<file path="src/hw/sar_adc_pkg.sv">
package sar_adc_pkg;

   // Register addresses on the 16-bit processor address space.
   localparam logic [15:0] CONV_MODE_ADDR   = 16'hFFBC;
   localparam logic [15:0] CONV_RESULT_ADDR = 16'hFFBD;
   localparam logic [15:0] CONV_START_ADDR  = 16'hFFBE;
   localparam logic [15:0] PIN_ANALOG_ADDR  = 16'hFFEF;
   // The interrupt flag and its enable live in a register of this block's own.
   localparam logic [15:0] IRQ_CTRL_ADDR    = 16'hFFC0;

   // Field positions.
   localparam int SPEED_BIT      = 7;
   localparam int START_BIT      = 7;
   localparam int REQ_BIT        = 0;
   localparam int IRQ_EN_BIT     = 1;

   // Reset and fixed values.
   localparam logic [7:0] CONV_MODE_RESET  = 8'h78;
   localparam logic [7:0] CONV_MODE_ONES   = 8'h78;
   localparam logic [7:0] CONV_START_ONES  = 8'h7F;
   localparam logic [7:0] PIN_ANALOG_RESET = 8'h00;

   // Conversion periods in system clock periods.
   localparam logic [5:0] SLOW_PERIOD = 6'd62;
   localparam logic [5:0] FAST_PERIOD = 6'd31;
   localparam int         RESULT_BITS = 8;

   // Register bus request carried as one bundle.
   typedef struct packed {
      logic [15:0] addr;
      logic [7:0]  wdata;
      logic        wr;
      logic        rd;
   } bus_req_t;

   typedef enum logic [1:0] {ST_IDLE, ST_SAMPLE, ST_DECIDE, ST_DONE} conv_state_t;

endpackage : sar_adc_pkg

</file>
<file path="src/hw/sar_adc_control.sv">
// The implementer's own choice: the strobed register port.
`timescale 1ns/10ps
// How it works
// - Successive approximation, one bit per decision step, eight-bit unsigned result.
// - Speed bit clear gives 62 clocks per conversion, set gives 31.
// - Three channel bits pick one of eight analog inputs in binary.
// - Mode register bits six to three read one and ignore writes.
// - Mode register resets to 0x78, slow speed, channel zero.
// - Writing one to the start flag begins a conversion; flag reads one meanwhile.
// - Start flag reads one while converting, zero otherwise, resets to zero.
// - Writing zero to the start flag aborts a running conversion.
// - The period runs from flag set until the device clears it.
// - At completion the result loads and the start flag clears together.
// - Result holds until the next conversion completes; it keeps the old value during one.
// - Result register is readable any time; writes are ignored.
// - Reset leaves the result register untouched.
// - Each completion sets the request flag; interrupt only when enabled.
// - Start register bits six to zero read one; register resets to 0x7F.
// - Each pin select bit makes its pin analog; resets to 0x00.
module sar_adc_control
   import sar_adc_pkg::*;
#(
   parameter int CH_COUNT = 8
) (
   input  wire logic                sys_clk,
   input  wire logic                rst_n,
   input  wire logic [15:0]         bus_addr,
   input  wire logic [7:0]          bus_wdata,
   input  wire logic                bus_wr,
   input  wire logic                bus_rd,
   output logic      [7:0]          bus_rdata,
   input  wire logic                cmp_high,
   output logic      [7:0]          dac_code,
   output logic      [2:0]          channel_sel,
   output logic                     sample_hold,
   output logic      [CH_COUNT-1:0] analog_pin_n_select,
   output logic                     conv_done_strobe,
   output logic                     conv_irq
);

   bus_req_t    req;
   conv_state_t state_reg;
   logic        speed_select_reg;
   logic [2:0]  channel_reg;
   logic        start_flag_reg;
   logic [7:0]  result_reg;
   logic [7:0]  trial_reg;
   logic [2:0]  bit_idx_reg;
   logic [5:0]  cycle_reg;
   logic [5:0]  period;
   logic [5:0]  step_len;
   logic        conv_done_request_reg;
   logic        conv_done_irq_enable_reg;
   logic [CH_COUNT-1:0] pin_sel_reg;
   logic        wr_mode;
   logic        wr_start;
   logic        wr_irq;
   logic        start_cmd;
   logic        stop_cmd;
   logic        finish;
   logic        step_end;
   logic [5:0]  sample_len;
   logic [7:0]  read_value;

   // Bundle the bus inputs so the decode below reads as one request.
   assign req = '{addr: bus_addr, wdata: bus_wdata, wr: bus_wr, rd: bus_rd};

   // Write decode.
   assign wr_mode   = req.wr && (req.addr == CONV_MODE_ADDR);
   assign wr_start  = req.wr && (req.addr == CONV_START_ADDR);
   assign wr_irq    = req.wr && (req.addr == IRQ_CTRL_ADDR);
   assign start_cmd = wr_start && req.wdata[START_BIT];
   assign stop_cmd  = wr_start && !req.wdata[START_BIT];

   // Period selection; the step length splits the period into a sample slot plus eight decisions.
   assign period   = speed_select_reg ? FAST_PERIOD : SLOW_PERIOD;
   assign step_len = period >> 3;
   // The sample slot takes whatever the eight steps and the completion cycle leave over.
   assign sample_len = period - {step_len[2:0], 3'h0} - 6'd1;
   assign step_end = (cycle_reg == 6'd1);
   assign finish   = (state_reg == ST_DONE);

   // Mode register; only speed and channel bits are stored, reserved bits are constants.
   always_ff @(posedge sys_clk or negedge rst_n) begin
      if (!rst_n) begin
         speed_select_reg <= CONV_MODE_RESET[SPEED_BIT];
         channel_reg      <= CONV_MODE_RESET[2:0];
      end else if (wr_mode) begin
         speed_select_reg <= req.wdata[SPEED_BIT];
         channel_reg      <= req.wdata[2:0];
      end
   end

   // Pin function select, write-only from software.
   always_ff @(posedge sys_clk or negedge rst_n) begin
      if (!rst_n) begin
         pin_sel_reg <= PIN_ANALOG_RESET[CH_COUNT-1:0];
      end else if (req.wr && (req.addr == PIN_ANALOG_ADDR)) begin
         pin_sel_reg <= req.wdata[CH_COUNT-1:0];
      end
   end

   // Start flag: set by software, cleared by abort or by completion.
   always_ff @(posedge sys_clk or negedge rst_n) begin
      if (!rst_n) begin
         start_flag_reg <= 1'b0;
      end else if (start_cmd) begin
         start_flag_reg <= 1'b1;
      end else if (stop_cmd || finish) begin
         start_flag_reg <= 1'b0;
      end
   end

   // Timing budget: the flag is high for the sample slot, eight decision steps of step_len
   // cycles each and one completion cycle, which together make exactly the selected period.
   // With 62 clocks a step is 7 cycles and the slot 5; with 31 a step is 3 and the slot 6.
   // The comparator is read on the last cycle of each step, so it has a full step to settle.
   // A start written during a conversion restarts it from the top.
   always_ff @(posedge sys_clk or negedge rst_n) begin
      if (!rst_n) begin
         state_reg   <= ST_IDLE;
         cycle_reg   <= 6'd0;
         bit_idx_reg <= 3'd0;
         trial_reg   <= 8'h00;
      end else if (start_cmd) begin
         state_reg   <= ST_SAMPLE;
         cycle_reg   <= sample_len;
         bit_idx_reg <= 3'd7;
         trial_reg   <= 8'h80;
      end else if (stop_cmd) begin
         state_reg   <= ST_IDLE;
      end else begin
         unique case (state_reg)
            ST_IDLE: begin
               cycle_reg <= 6'd0;
            end
            ST_SAMPLE: begin
               if (step_end) begin
                  state_reg <= ST_DECIDE;
                  cycle_reg <= step_len;
               end else begin
                  cycle_reg <= cycle_reg - 6'd1;
               end
            end
            ST_DECIDE: begin
               if (step_end) begin
                  // Keep the trial bit if the input is at or above the trial level.
                  trial_reg[bit_idx_reg] <= cmp_high;
                  if (bit_idx_reg == 3'd0) begin
                     state_reg <= ST_DONE;
                  end else begin
                     trial_reg[bit_idx_reg - 3'd1] <= 1'b1;
                     bit_idx_reg <= bit_idx_reg - 3'd1;
                     cycle_reg   <= step_len;
                  end
               end else begin
                  cycle_reg <= cycle_reg - 6'd1;
               end
            end
            ST_DONE: begin
               state_reg <= ST_IDLE;
            end
         endcase
      end
   end

   // Result is loaded only at completion and has no reset term, so reset leaves it alone.
   always_ff @(posedge sys_clk) begin
      if (finish && !start_cmd && !stop_cmd) begin
         result_reg <= trial_reg;
      end
   end

   // Completion strobe, one cycle, coincides with the start flag clearing.
   assign conv_done_strobe = finish && !start_cmd && !stop_cmd;

   // Request flag; a completion in the clearing cycle wins over the clear, so no event is lost.
   always_ff @(posedge sys_clk or negedge rst_n) begin
      if (!rst_n) begin
         conv_done_request_reg <= 1'b0;
      end else if (conv_done_strobe) begin
         conv_done_request_reg <= 1'b1;
      end else if (wr_irq && !req.wdata[REQ_BIT]) begin
         conv_done_request_reg <= 1'b0;
      end
   end

   // Interrupt enable; writing one to the request bit has no effect, so software clears with a zero.
   always_ff @(posedge sys_clk or negedge rst_n) begin
      if (!rst_n) begin
         conv_done_irq_enable_reg <= 1'b0;
      end else if (wr_irq) begin
         conv_done_irq_enable_reg <= req.wdata[IRQ_EN_BIT];
      end
   end

   assign conv_irq = conv_done_request_reg && conv_done_irq_enable_reg;

   // Analog front end controls.
   assign dac_code            = trial_reg;
   assign channel_sel         = channel_reg;
   assign sample_hold         = (state_reg == ST_SAMPLE);
   assign analog_pin_n_select = pin_sel_reg;

   // Read multiplexer; write-only and unmapped addresses read zero.
   always_comb begin
      read_value = 8'h00;
      unique case (req.addr)
         CONV_MODE_ADDR:   read_value = CONV_MODE_ONES | {speed_select_reg, 4'h0, channel_reg};
         CONV_RESULT_ADDR: read_value = result_reg;
         CONV_START_ADDR:  read_value = CONV_START_ONES | {start_flag_reg, 7'h00};
         IRQ_CTRL_ADDR:    read_value = {6'h00, conv_done_irq_enable_reg, conv_done_request_reg};
         default:          read_value = 8'h00;
      endcase
   end

   // Read data one cycle after the strobe, then back to zero so a stale value never lingers.
   always_ff @(posedge sys_clk or negedge rst_n) begin
      if (!rst_n) begin
         bus_rdata <= 8'h00;
      end else if (req.rd) begin
         bus_rdata <= read_value;
      end else begin
         bus_rdata <= 8'h00;
      end
   end

   // Assertions.
   logic [6:0] run_len;
   always_ff @(posedge sys_clk or negedge rst_n) begin
      if (!rst_n) begin
         run_len <= 7'd0;
      end else if (start_cmd) begin
         run_len <= 7'd1;
      end else if (start_flag_reg) begin
         run_len <= run_len + 7'd1;
      end
   end

   period_len_a: assert property (@(posedge sys_clk) disable iff (!rst_n)
      conv_done_strobe |-> run_len == {1'b0, period})
      else $error("Conversion length differs from selected period.");

   flag_clear_a: assert property (@(posedge sys_clk) disable iff (!rst_n)
      conv_done_strobe |=> !start_flag_reg)
      else $error("Start flag did not clear at completion.");

   result_load_a: assert property (@(posedge sys_clk) disable iff (!rst_n)
      conv_done_strobe |=> result_reg == $past(trial_reg))
      else $error("Result not loaded at completion.");

   abort_a: assert property (@(posedge sys_clk) disable iff (!rst_n)
      stop_cmd |=> !start_flag_reg && state_reg == ST_IDLE)
      else $error("Abort did not stop conversion.");

   start_set_a: assert property (@(posedge sys_clk) disable iff (!rst_n)
      start_cmd |=> start_flag_reg && state_reg == ST_SAMPLE)
      else $error("Start did not begin conversion.");

   req_set_a: assert property (@(posedge sys_clk) disable iff (!rst_n)
      conv_done_strobe |=> conv_done_request_reg)
      else $error("Request flag not set on completion.");

   mode_read_a: assert property (@(posedge sys_clk) disable iff (!rst_n)
      req.rd && req.addr == CONV_MODE_ADDR |=> bus_rdata[6:3] == 4'hF)
      else $error("Mode reserved bits not read as one.");

   start_read_a: assert property (@(posedge sys_clk) disable iff (!rst_n)
      req.rd && req.addr == CONV_START_ADDR |=> bus_rdata[6:0] == 7'h7F && bus_rdata[7] == $past(start_flag_reg))
      else $error("Start register read value wrong.");

   result_hold_a: assert property (@(posedge sys_clk) disable iff (!rst_n)
      !start_flag_reg && !conv_done_strobe |=> $stable(result_reg))
      else $error("Result changed while idle.");

   // Sequencer and flag stay in step: the flag is high exactly while the state machine is busy.
   busy_match_a: assert property (@(posedge sys_clk) disable iff (!rst_n)
      (state_reg == ST_IDLE) == !start_flag_reg)
      else $error("Start flag and sequencer disagree.");

   start_hold_a: assert property (@(posedge sys_clk) disable iff (!rst_n)
      start_flag_reg && !stop_cmd && !conv_done_strobe |=> start_flag_reg)
      else $error("Start flag dropped during a conversion.");

   run_bound_a: assert property (@(posedge sys_clk) disable iff (!rst_n)
      start_flag_reg |-> run_len <= {1'b0, period})
      else $error("Conversion ran past the selected period.");

   sample_first_a: assert property (@(posedge sys_clk) disable iff (!rst_n)
      start_cmd |=> sample_hold)
      else $error("Sampling did not open the conversion.");

   idle_sample_a: assert property (@(posedge sys_clk) disable iff (!rst_n)
      !start_flag_reg |-> !sample_hold)
      else $error("Sampling outside a conversion.");

   strobe_pulse_a: assert property (@(posedge sys_clk) disable iff (!rst_n)
      conv_done_strobe |=> !conv_done_strobe)
      else $error("Completion strobe longer than one cycle.");

   strobe_flag_a: assert property (@(posedge sys_clk) disable iff (!rst_n)
      conv_done_strobe |-> start_flag_reg)
      else $error("Completion strobe outside a conversion.");

   done_idle_a: assert property (@(posedge sys_clk) disable iff (!rst_n)
      conv_done_strobe |=> state_reg == ST_IDLE)
      else $error("Sequencer not idle after completion.");

   // Decision path: midscale while sampling, and the top bit follows the comparator.
   sample_code_a: assert property (@(posedge sys_clk) disable iff (!rst_n)
      sample_hold |-> dac_code == 8'h80)
      else $error("Trial code not at midscale while sampling.");

   msb_decide_a: assert property (@(posedge sys_clk) disable iff (!rst_n)
      state_reg == ST_DECIDE && step_end && bit_idx_reg == 3'd7 && !start_cmd && !stop_cmd
      |=> dac_code[7] == $past(cmp_high) && dac_code[6])
      else $error("Top decision not taken from the comparator.");

   // Register side: stored fields change only on their own writes.
   speed_write_a: assert property (@(posedge sys_clk) disable iff (!rst_n)
      wr_mode |=> speed_select_reg == $past(req.wdata[SPEED_BIT]))
      else $error("Speed bit not written.");

   channel_out_a: assert property (@(posedge sys_clk) disable iff (!rst_n)
      wr_mode |=> channel_sel == $past(req.wdata[2:0]))
      else $error("Channel select not written.");

   mode_hold_a: assert property (@(posedge sys_clk) disable iff (!rst_n)
      !wr_mode |=> $stable(speed_select_reg) && $stable(channel_reg))
      else $error("Mode changed without a write.");

   pin_write_a: assert property (@(posedge sys_clk) disable iff (!rst_n)
      req.wr && req.addr == PIN_ANALOG_ADDR |=> analog_pin_n_select == $past(req.wdata[CH_COUNT-1:0]))
      else $error("Pin select not written.");

   pin_hold_a: assert property (@(posedge sys_clk) disable iff (!rst_n)
      !(req.wr && req.addr == PIN_ANALOG_ADDR) |=> $stable(analog_pin_n_select))
      else $error("Pin select changed without a write.");

   pin_read_a: assert property (@(posedge sys_clk) disable iff (!rst_n)
      req.rd && req.addr == PIN_ANALOG_ADDR |=> bus_rdata == 8'h00)
      else $error("Write-only pin select returned data.");

   // The result has no reset value, so these two only mean something once a conversion has run.
   result_read_a: assert property (@(posedge sys_clk) disable iff (!rst_n)
      req.rd && req.addr == CONV_RESULT_ADDR |=> bus_rdata == $past(result_reg))
      else $error("Result read value wrong.");

   result_write_a: assert property (@(posedge sys_clk) disable iff (!rst_n)
      req.wr && req.addr == CONV_RESULT_ADDR && !conv_done_strobe |=> $stable(result_reg))
      else $error("Result changed by a write.");

   req_hold_a: assert property (@(posedge sys_clk) disable iff (!rst_n)
      conv_done_request_reg && !(wr_irq && !req.wdata[REQ_BIT]) |=> conv_done_request_reg)
      else $error("Request flag dropped without a clear.");

   req_clear_a: assert property (@(posedge sys_clk) disable iff (!rst_n)
      wr_irq && !req.wdata[REQ_BIT] && !conv_done_strobe |=> !conv_done_request_reg)
      else $error("Request flag not cleared.");

   irq_set_a: assert property (@(posedge sys_clk) disable iff (!rst_n)
      conv_done_strobe && conv_done_irq_enable_reg |=> conv_irq)
      else $error("Enabled completion raised no interrupt.");

   done_cover_c:  cover property (@(posedge sys_clk) disable iff (!rst_n) conv_done_strobe);
   fast_cover_c:  cover property (@(posedge sys_clk) disable iff (!rst_n) conv_done_strobe && speed_select_reg);
   abort_cover_c: cover property (@(posedge sys_clk) disable iff (!rst_n) stop_cmd && start_flag_reg);
   irq_cover_c:   cover property (@(posedge sys_clk) disable iff (!rst_n) conv_irq);
   restart_cover_c: cover property (@(posedge sys_clk) disable iff (!rst_n) start_cmd && start_flag_reg);

endmodule : sar_adc_control

</file>
<file path="config.mk">
export PLATFORM = sky130hd
export DESIGN_NAME = sar_adc_control
export DESIGN_NICKNAME = d
export VERILOG_FILES = /design/src/hw/sar_adc_pkg.sv /design/src/hw/sar_adc_control.sv
export SDC_FILE = /design/constraint.sdc
export NUM_CORES = 1
export LEC_CHECK = 0
export BUFFER_PORTS_ARGS = -buffer_cell sky130_fd_sc_hd__buf_2
export CORE_UTILIZATION = 40
export DETAILED_ROUTE_END_ITERATION = 16
export PLACE_DENSITY = 0.72
export SKIP_CTS_REPAIR_TIMING = 1
export SLEW_MARGIN = 0
export SYNTH_ARGS = -nofsm -noshare
export SYNTH_HDL_FRONTEND = slang
export SYNTH_SLANG_ARGS = --single-unit
</file>
<file path="constraint.sdc">
create_clock -name sys_clk -period 2.7 [get_ports sys_clk]
set_input_delay 0.135 -clock sys_clk [delete_from_list [all_inputs] [get_ports sys_clk]]
set_output_delay 0.135 -clock sys_clk [all_outputs]
set_load 0.1 [all_outputs]
</file>
* After elaboration in Yosys (flattened, before gate mapping) *
Index checks and enable logic that the tools add are counted.

storage, ports and cells
  input bits = 29
  flip-flop bits (word level) = 50

cells by class
  eq/ne operators = 15
  reduce and logical (&&, ||, !) cells = 29
  bitwise logic cells = 1
  multiplexer cells = 34
  magnitude comparators = 4
  add/subtract/negate cells = 4

operator list
  kind                                                                                  number
  16-bit equality test (second input constant)                                          5
  8-bit 2-to-1 mux                                                                      6
  6-bit 2-to-1 mux                                                                      6
  8-bit one-hot mux with 4 select lines                                                 1
  6-bit one-hot mux with 3 select lines                                                 1
  3-bit 2-to-1 mux                                                                      5
  1-bit logical AND                                                                     12
  4-bit inequality test (second input constant)                                         3
  6-bit by 1-bit subtractor with 6-bit output (second input constant)                   2
  2-bit 2-to-1 mux                                                                      5
  8-bit bitwise mux                                                                     1
  3-bit by 4-bit < comparator with 1-bit output (second input constant)                 2
  8-bit OR                                                                              1
  4-bit AND reduction                                                                   2
  2-bit nonzero test                                                                    4
  1-bit demux with 3-bit select                                                         2
  6-bit by 1-bit equality test with 1-bit output (second input constant)                1
  3-bit by 1-bit greater-or-equal comparator with 1-bit output (second input constant)  2
  1-bit 2-to-1 mux                                                                      6
  2-bit one-hot mux with 3 select lines                                                 1
  3-bit AND reduction                                                                   2
  6-bit subtractor                                                                      1
  5-bit nonzero test                                                                    1
  2-bit equality test (second input constant)                                           2
  9 further kinds                                                                       13

* Logic depth before layout (Yosys ltp) *
  depth in word-level cells = 11
  mapped depth = 8

* Worst setup path before layout *
OpenSTA, ideal clock, no wires.

  kind = flip-flop to flip-flop
  start point = register state_reg[1]
  end point = register cycle_reg[5]
  buffers on the path = 0
  clock period less this slack = 2,456 ps
  data required time = 2,605 ps
  setup time = 95 ps
  cell stages (with the launch flop) = 8
  arrival = 2,361 ps
  setup slack = 244 ps
  cell sequence = dfrtp_1 -> inv_1 -> ha_1 -> nor3_1 -> a41oi_1 -> a21boi_0 -> nand3_1 -> o31ai_1

on the way
  word-level cells in the longest chain between the ends = 4
  elaborated cells on any way between the ends = 9

RTL lines
  what                                                line                    source
  from (decl)                                         sar_adc_control.sv:42   conv_state_t state_reg;
  from (signal assigned)                              sar_adc_control.sv:121  state_reg <= ST_IDLE;
  from (signal assigned)                              sar_adc_control.sv:126  state_reg <= ST_SAMPLE;
  from (signal assigned)                              sar_adc_control.sv:131  state_reg <= ST_IDLE;
  2-bit by 1-bit equality test with 1-bit output (*)  --
  net sample_hold                                     sar_adc_control.sv:35   output logic sample_hold,
  6-bit one-hot mux with 3 select lines               sar_adc_control.sv:133  unique case (state_reg)
  6-bit 2-to-1 mux                                    sar_adc_control.sv:130  end else if (stop_cmd) begin
  6-bit 2-to-1 mux                                    sar_adc_control.sv:125  end else if (start_cmd) begin
  to (signal assigned)                                sar_adc_control.sv:127  cycle_reg <= sample_len;
  to (signal assigned)                                sar_adc_control.sv:140  cycle_reg <= step_len;
  to (signal assigned)                                sar_adc_control.sv:142  cycle_reg <= cycle_reg - 6'd1;
  to (decl)                                           sar_adc_control.sv:49   logic [5:0] cycle_reg;

The timed path passes the listed nets; every way through them passes the cells marked *. The select of a mux whose other input is x is not followed.
A chain may end at the register's enable or synchronous reset.

* Final worst setup path *
  start point = register bit_idx_reg[0]
  end point = register cycle_reg[5]

on the way
  word-level cells in the longest chain between the ends = 3

RTL lines
  what                             line                    source
  from (decl)                      sar_adc_control.sv:48   logic [2:0] bit_idx_reg;
  from (signal assigned)           sar_adc_control.sv:153  bit_idx_reg <= bit_idx_reg - 3'd1;
  3-bit zero test                  sar_adc_control.sv:149  if (bit_idx_reg == 3'd0) begin
  4-bit inequality test (no line)  --
  3-bit AND reduction (no line)    --
  to (signal assigned)             sar_adc_control.sv:142
  to (signal assigned)             sar_adc_control.sv:154  cycle_reg <= step_len;
  to (signal assigned)             sar_adc_control.sv:157  cycle_reg <= cycle_reg - 6'd1;

Every way passes these cells.

==> results.md <==
- RSZ-0062 raised after global routing: false
- WL final: between 5000 and 6000 um
- ANT nets after route: 0
- EDFF count, synth: 8
- Die width: about 83 um
- Clk pin slew, worst setup/hold paths: approximately 0.10 ns
- VDD IR max: 1.238 mV
- R2R Path End: cycle_reg[5]
- Worst Skew: 0.009104 ns
- Largest net degree at the start of global routing: 43
- Gpl congestion: 0.9079
- DRC Markers: 0
- WS Path Type: reg2reg
- Starting density of the core: 42.61%
- F_max: roughly 420 MHz
- Pre-antenna DRT Iters: 4
- Final Slew Violations: 0
- GRT Total Usage: 19.59%
- Via Count: 2,145
- HPWL after DPL: 4391 um
- Layout area overhead: 17.63%
- Switch Pwr: 1629 uW
- Root Buffer: clkbuf_8
- TritonCTS clock tree: built
- Die height: 82.59 um
- Synth Flop Type: dfrtp_1
- Total grt overflow: 0
- Area of the multi-input gates: 1230 um2
- Synthesized instance count: 250
- H-tree Lvls: 2
- Failing checks: hold timing
- Min Tclk post-route: between 2 and 2.5 ns
- Finish-stage setup viols: 0
- Outcome: finished, violations left
- Clock Sinks: 50
- Arrival time at the worst endpoint: 2.61 ns
- Slew headroom: a little under two fifths
- Seq pwr share: 34.8%
- Setup crit start kind: register
- Actual slew at the worst max-slew pin: 0.9290 ns
- Type of the most critical hold path: in2async
- Core box area: roughly 6000 um2
- Post-layout net count: ~350
- DP Area: 2958 um2
- Via density: 5.571
- Final cycle utilization of the critical path: 88.88%
- Switching part of the total: around half
- I/O Buffers: 58
- Fillcell total: roughly 590
- I/O Pins: slightly below 60
- Fin area: 3055 um2
- R2r worst-path depth: 7
- Starting DRT DRC Count: ~190
- Yosys warns: 0
- Register area: approximately 1300 um2
- Kind of end point of the critical path: register
- Hold Fails Final Rpt: 42
- Sequential area share after synthesis: between 40 and 50%
- CTS buffer count: 5
- Number of core rows: 28
- Post-layout util: 50.12%
- Layout cells sized above 1: 29.35%
- Cell internal pwr: 1655 uW
- Latest clock arrival within the worst-skew pair: approximately 0.32 ns
- Synth async-reset ratio: 84.00%
- Syn_area_per_cell: 10.39 um2
- Clk buf depth: 2
- Syn Nets: 287
- Antenna cell count: 0
- Distinct cells, synth: 54
- PwrDens: 1075 nW/um2
- Initial antenna violation count: 0
- Vias in the first global route: 1,991
- CP max FO: 11
- Reg-to-Reg Start: bit_idx_reg[0]
- Reg-to-reg slack, setup: 0.30 ns
- Die Area: 6820 um2
- Final hold slack: -0.05883 ns
- Combinational Power Share: 50.8%
- Wire per inst: around 15 um
- Setup TNS: 0 ns
- Leak: 0.001455 uW
- Cell area after synthesis: 2597 um2
- Number of synthesized register bits: 50
- First-pass GRT wire length: 9901 um
- Maxcap violations: 0
- Clk pwr share: 14.3%
- Worst Path Required: 2.91 ns
==> worst max-delay path: stages (launching register included) <==
cell and delay [ns]:
dfrtp_1 0.53, inv_1 0.19, ha_1 0.28, nor2b_1 0.20
a41oi_1 0.31, a21boi_1 0.34, nand3_1 0.17, o31ai_1 0.27
==> worst max-delay path by stage <==
stage              startpoint      endpoint  slack, ns  cells past startpoint
3_3_place_gp   bit_idx_reg[0]  cycle_reg[5]       0.37                      7
6_report       bit_idx_reg[0]  cycle_reg[5]       0.30                      7
5_1_grt        bit_idx_reg[0]  cycle_reg[5]       0.10                      7
4_1_cts        bit_idx_reg[0]  cycle_reg[5]       0.20                      7
3_5_place_dp   bit_idx_reg[0]  cycle_reg[5]       0.20                      7
2_1_floorplan    state_reg[1]  cycle_reg[5]       0.24                      7
==> power groups by stage <==
stage          Combinational (uW)  Sequential [uW]  Clock (uW)
3_3_place_gp                 1630             1160           0
4_1_cts                      1660             1140         484
5_1_grt                      1820             1170         509
6_report                     1670             1140         470
2_1_floorplan                 957             1490           0
3_5_place_dp                 1650             1160           0
==> kinds of logic (layout without fill, tap and decap cells) <==
| kind of cell | Yosys count | count (layout) | synth area share [%] |
|---|---|---|---|
| compound gates | 61 | 61 | 16.28 |
| fa+ha+maj | 8 | 8 | 3.854 |
| flops | 50 | 50 | 49.71 |
| buf+inv | 18 | 78 | 2.938 |
| xor+xnor | 1 | 1 | 0.3372 |
| mux | 16 | 16 | 6.792 |
| simple gates | 96 | 96 | 20.09 |
==> Yosys cell counts, types with 2 or more instances <==
cell type | instances | area, um2
nor2b_1 | 3 | 18.77
and3_1 | 4 | 25.02
ha_1 | 8 | 100.1
o21ai_0 | 11 | 55.05
o22ai_1 | 2 | 12.51
nand4b_1 | 3 | 26.28
clkbuf_1 | 5 | 18.77
nor4_1 | 2 | 12.51
dfrtp_1 | 42 | 1051
and2_1 | 2 | 12.51
o311ai_0 | 5 | 43.79
inv_1 | 10 | 37.54
nand3b_1 | 4 | 30.03
nand2_1 | 23 | 86.33
nand2b_1 | 5 | 31.28
a21boi_0 | 3 | 22.52
nor2_1 | 15 | 56.30
a21oi_1 | 15 | 75.07
o2111ai_1 | 2 | 17.52
o32ai_1 | 2 | 17.52
mux2_2 | 13 | 146.4
edfxtp_1 | 8 | 240.2
a311o_1 | 2 | 20.02
nor3_1 | 8 | 40.04
mux2i_1 | 3 | 30.03
nand3_1 | 18 | 90.09
a31oi_1 | 4 | 25.02
o2bb2ai_1 | 2 | 17.52
==> layer usage <==
metal	track usage, %	up-vias	wire length (um)
li1	-	1044	-
met1	28.39	1037	2768
met2	29.17	58	2740
met3	3.187	6	285
met4	7.586	0	73
met5	0	-	0
==> metrics by stage <==
step           hold WS, ns  cells  worst slack (ns)  total power, uW
3_5_place_dp        0.3368    377            0.1984             2813
3_3_place_gp        0.3192    377            0.3700             2781
6_report          -0.05883    385            0.3001             3284
4_1_cts           -0.01606    385            0.2001             3286
5_1_grt            0.02147    385            0.1006             3497
2_1_floorplan      -0.1606    250            0.2440             2445
==> layout make-up <==
type | instances | share of cell area, %
inverters | 10 | 1.229
repair buffers | 60 | 9.992
well taps | 75 | 3.071
clock inverters | 3 | 0.9419
flip-flops and latches | 50 | 42.26
clock buffers | 5 | 2.252
multi-input cells | 182 | 40.25
==> cells in the final DEF (no fill, tap or decap), types with 3 or more instances in the layout <==
master,netlist,layout
a21oi_1,15,15
a31oi_1,4,4
and3_1,4,4
buf_2,1,58
clkbuf_8,0,5
dfrtp_1,42,42
edfxtp_1,8,8
ha_1,8,8
inv_1,10,10
mux2_2,13,13
mux2i_1,3,3
nand2_1,23,23
nand2b_1,5,5
nand3_1,18,18
nand3b_1,4,4
nand4b_1,3,3
nor2_1,15,15
nor2b_1,3,3
nor3_1,8,8
o21ai_0,11,11
o311ai_0,5,5
No activity file was read; power rests on OpenSTA's default activity.
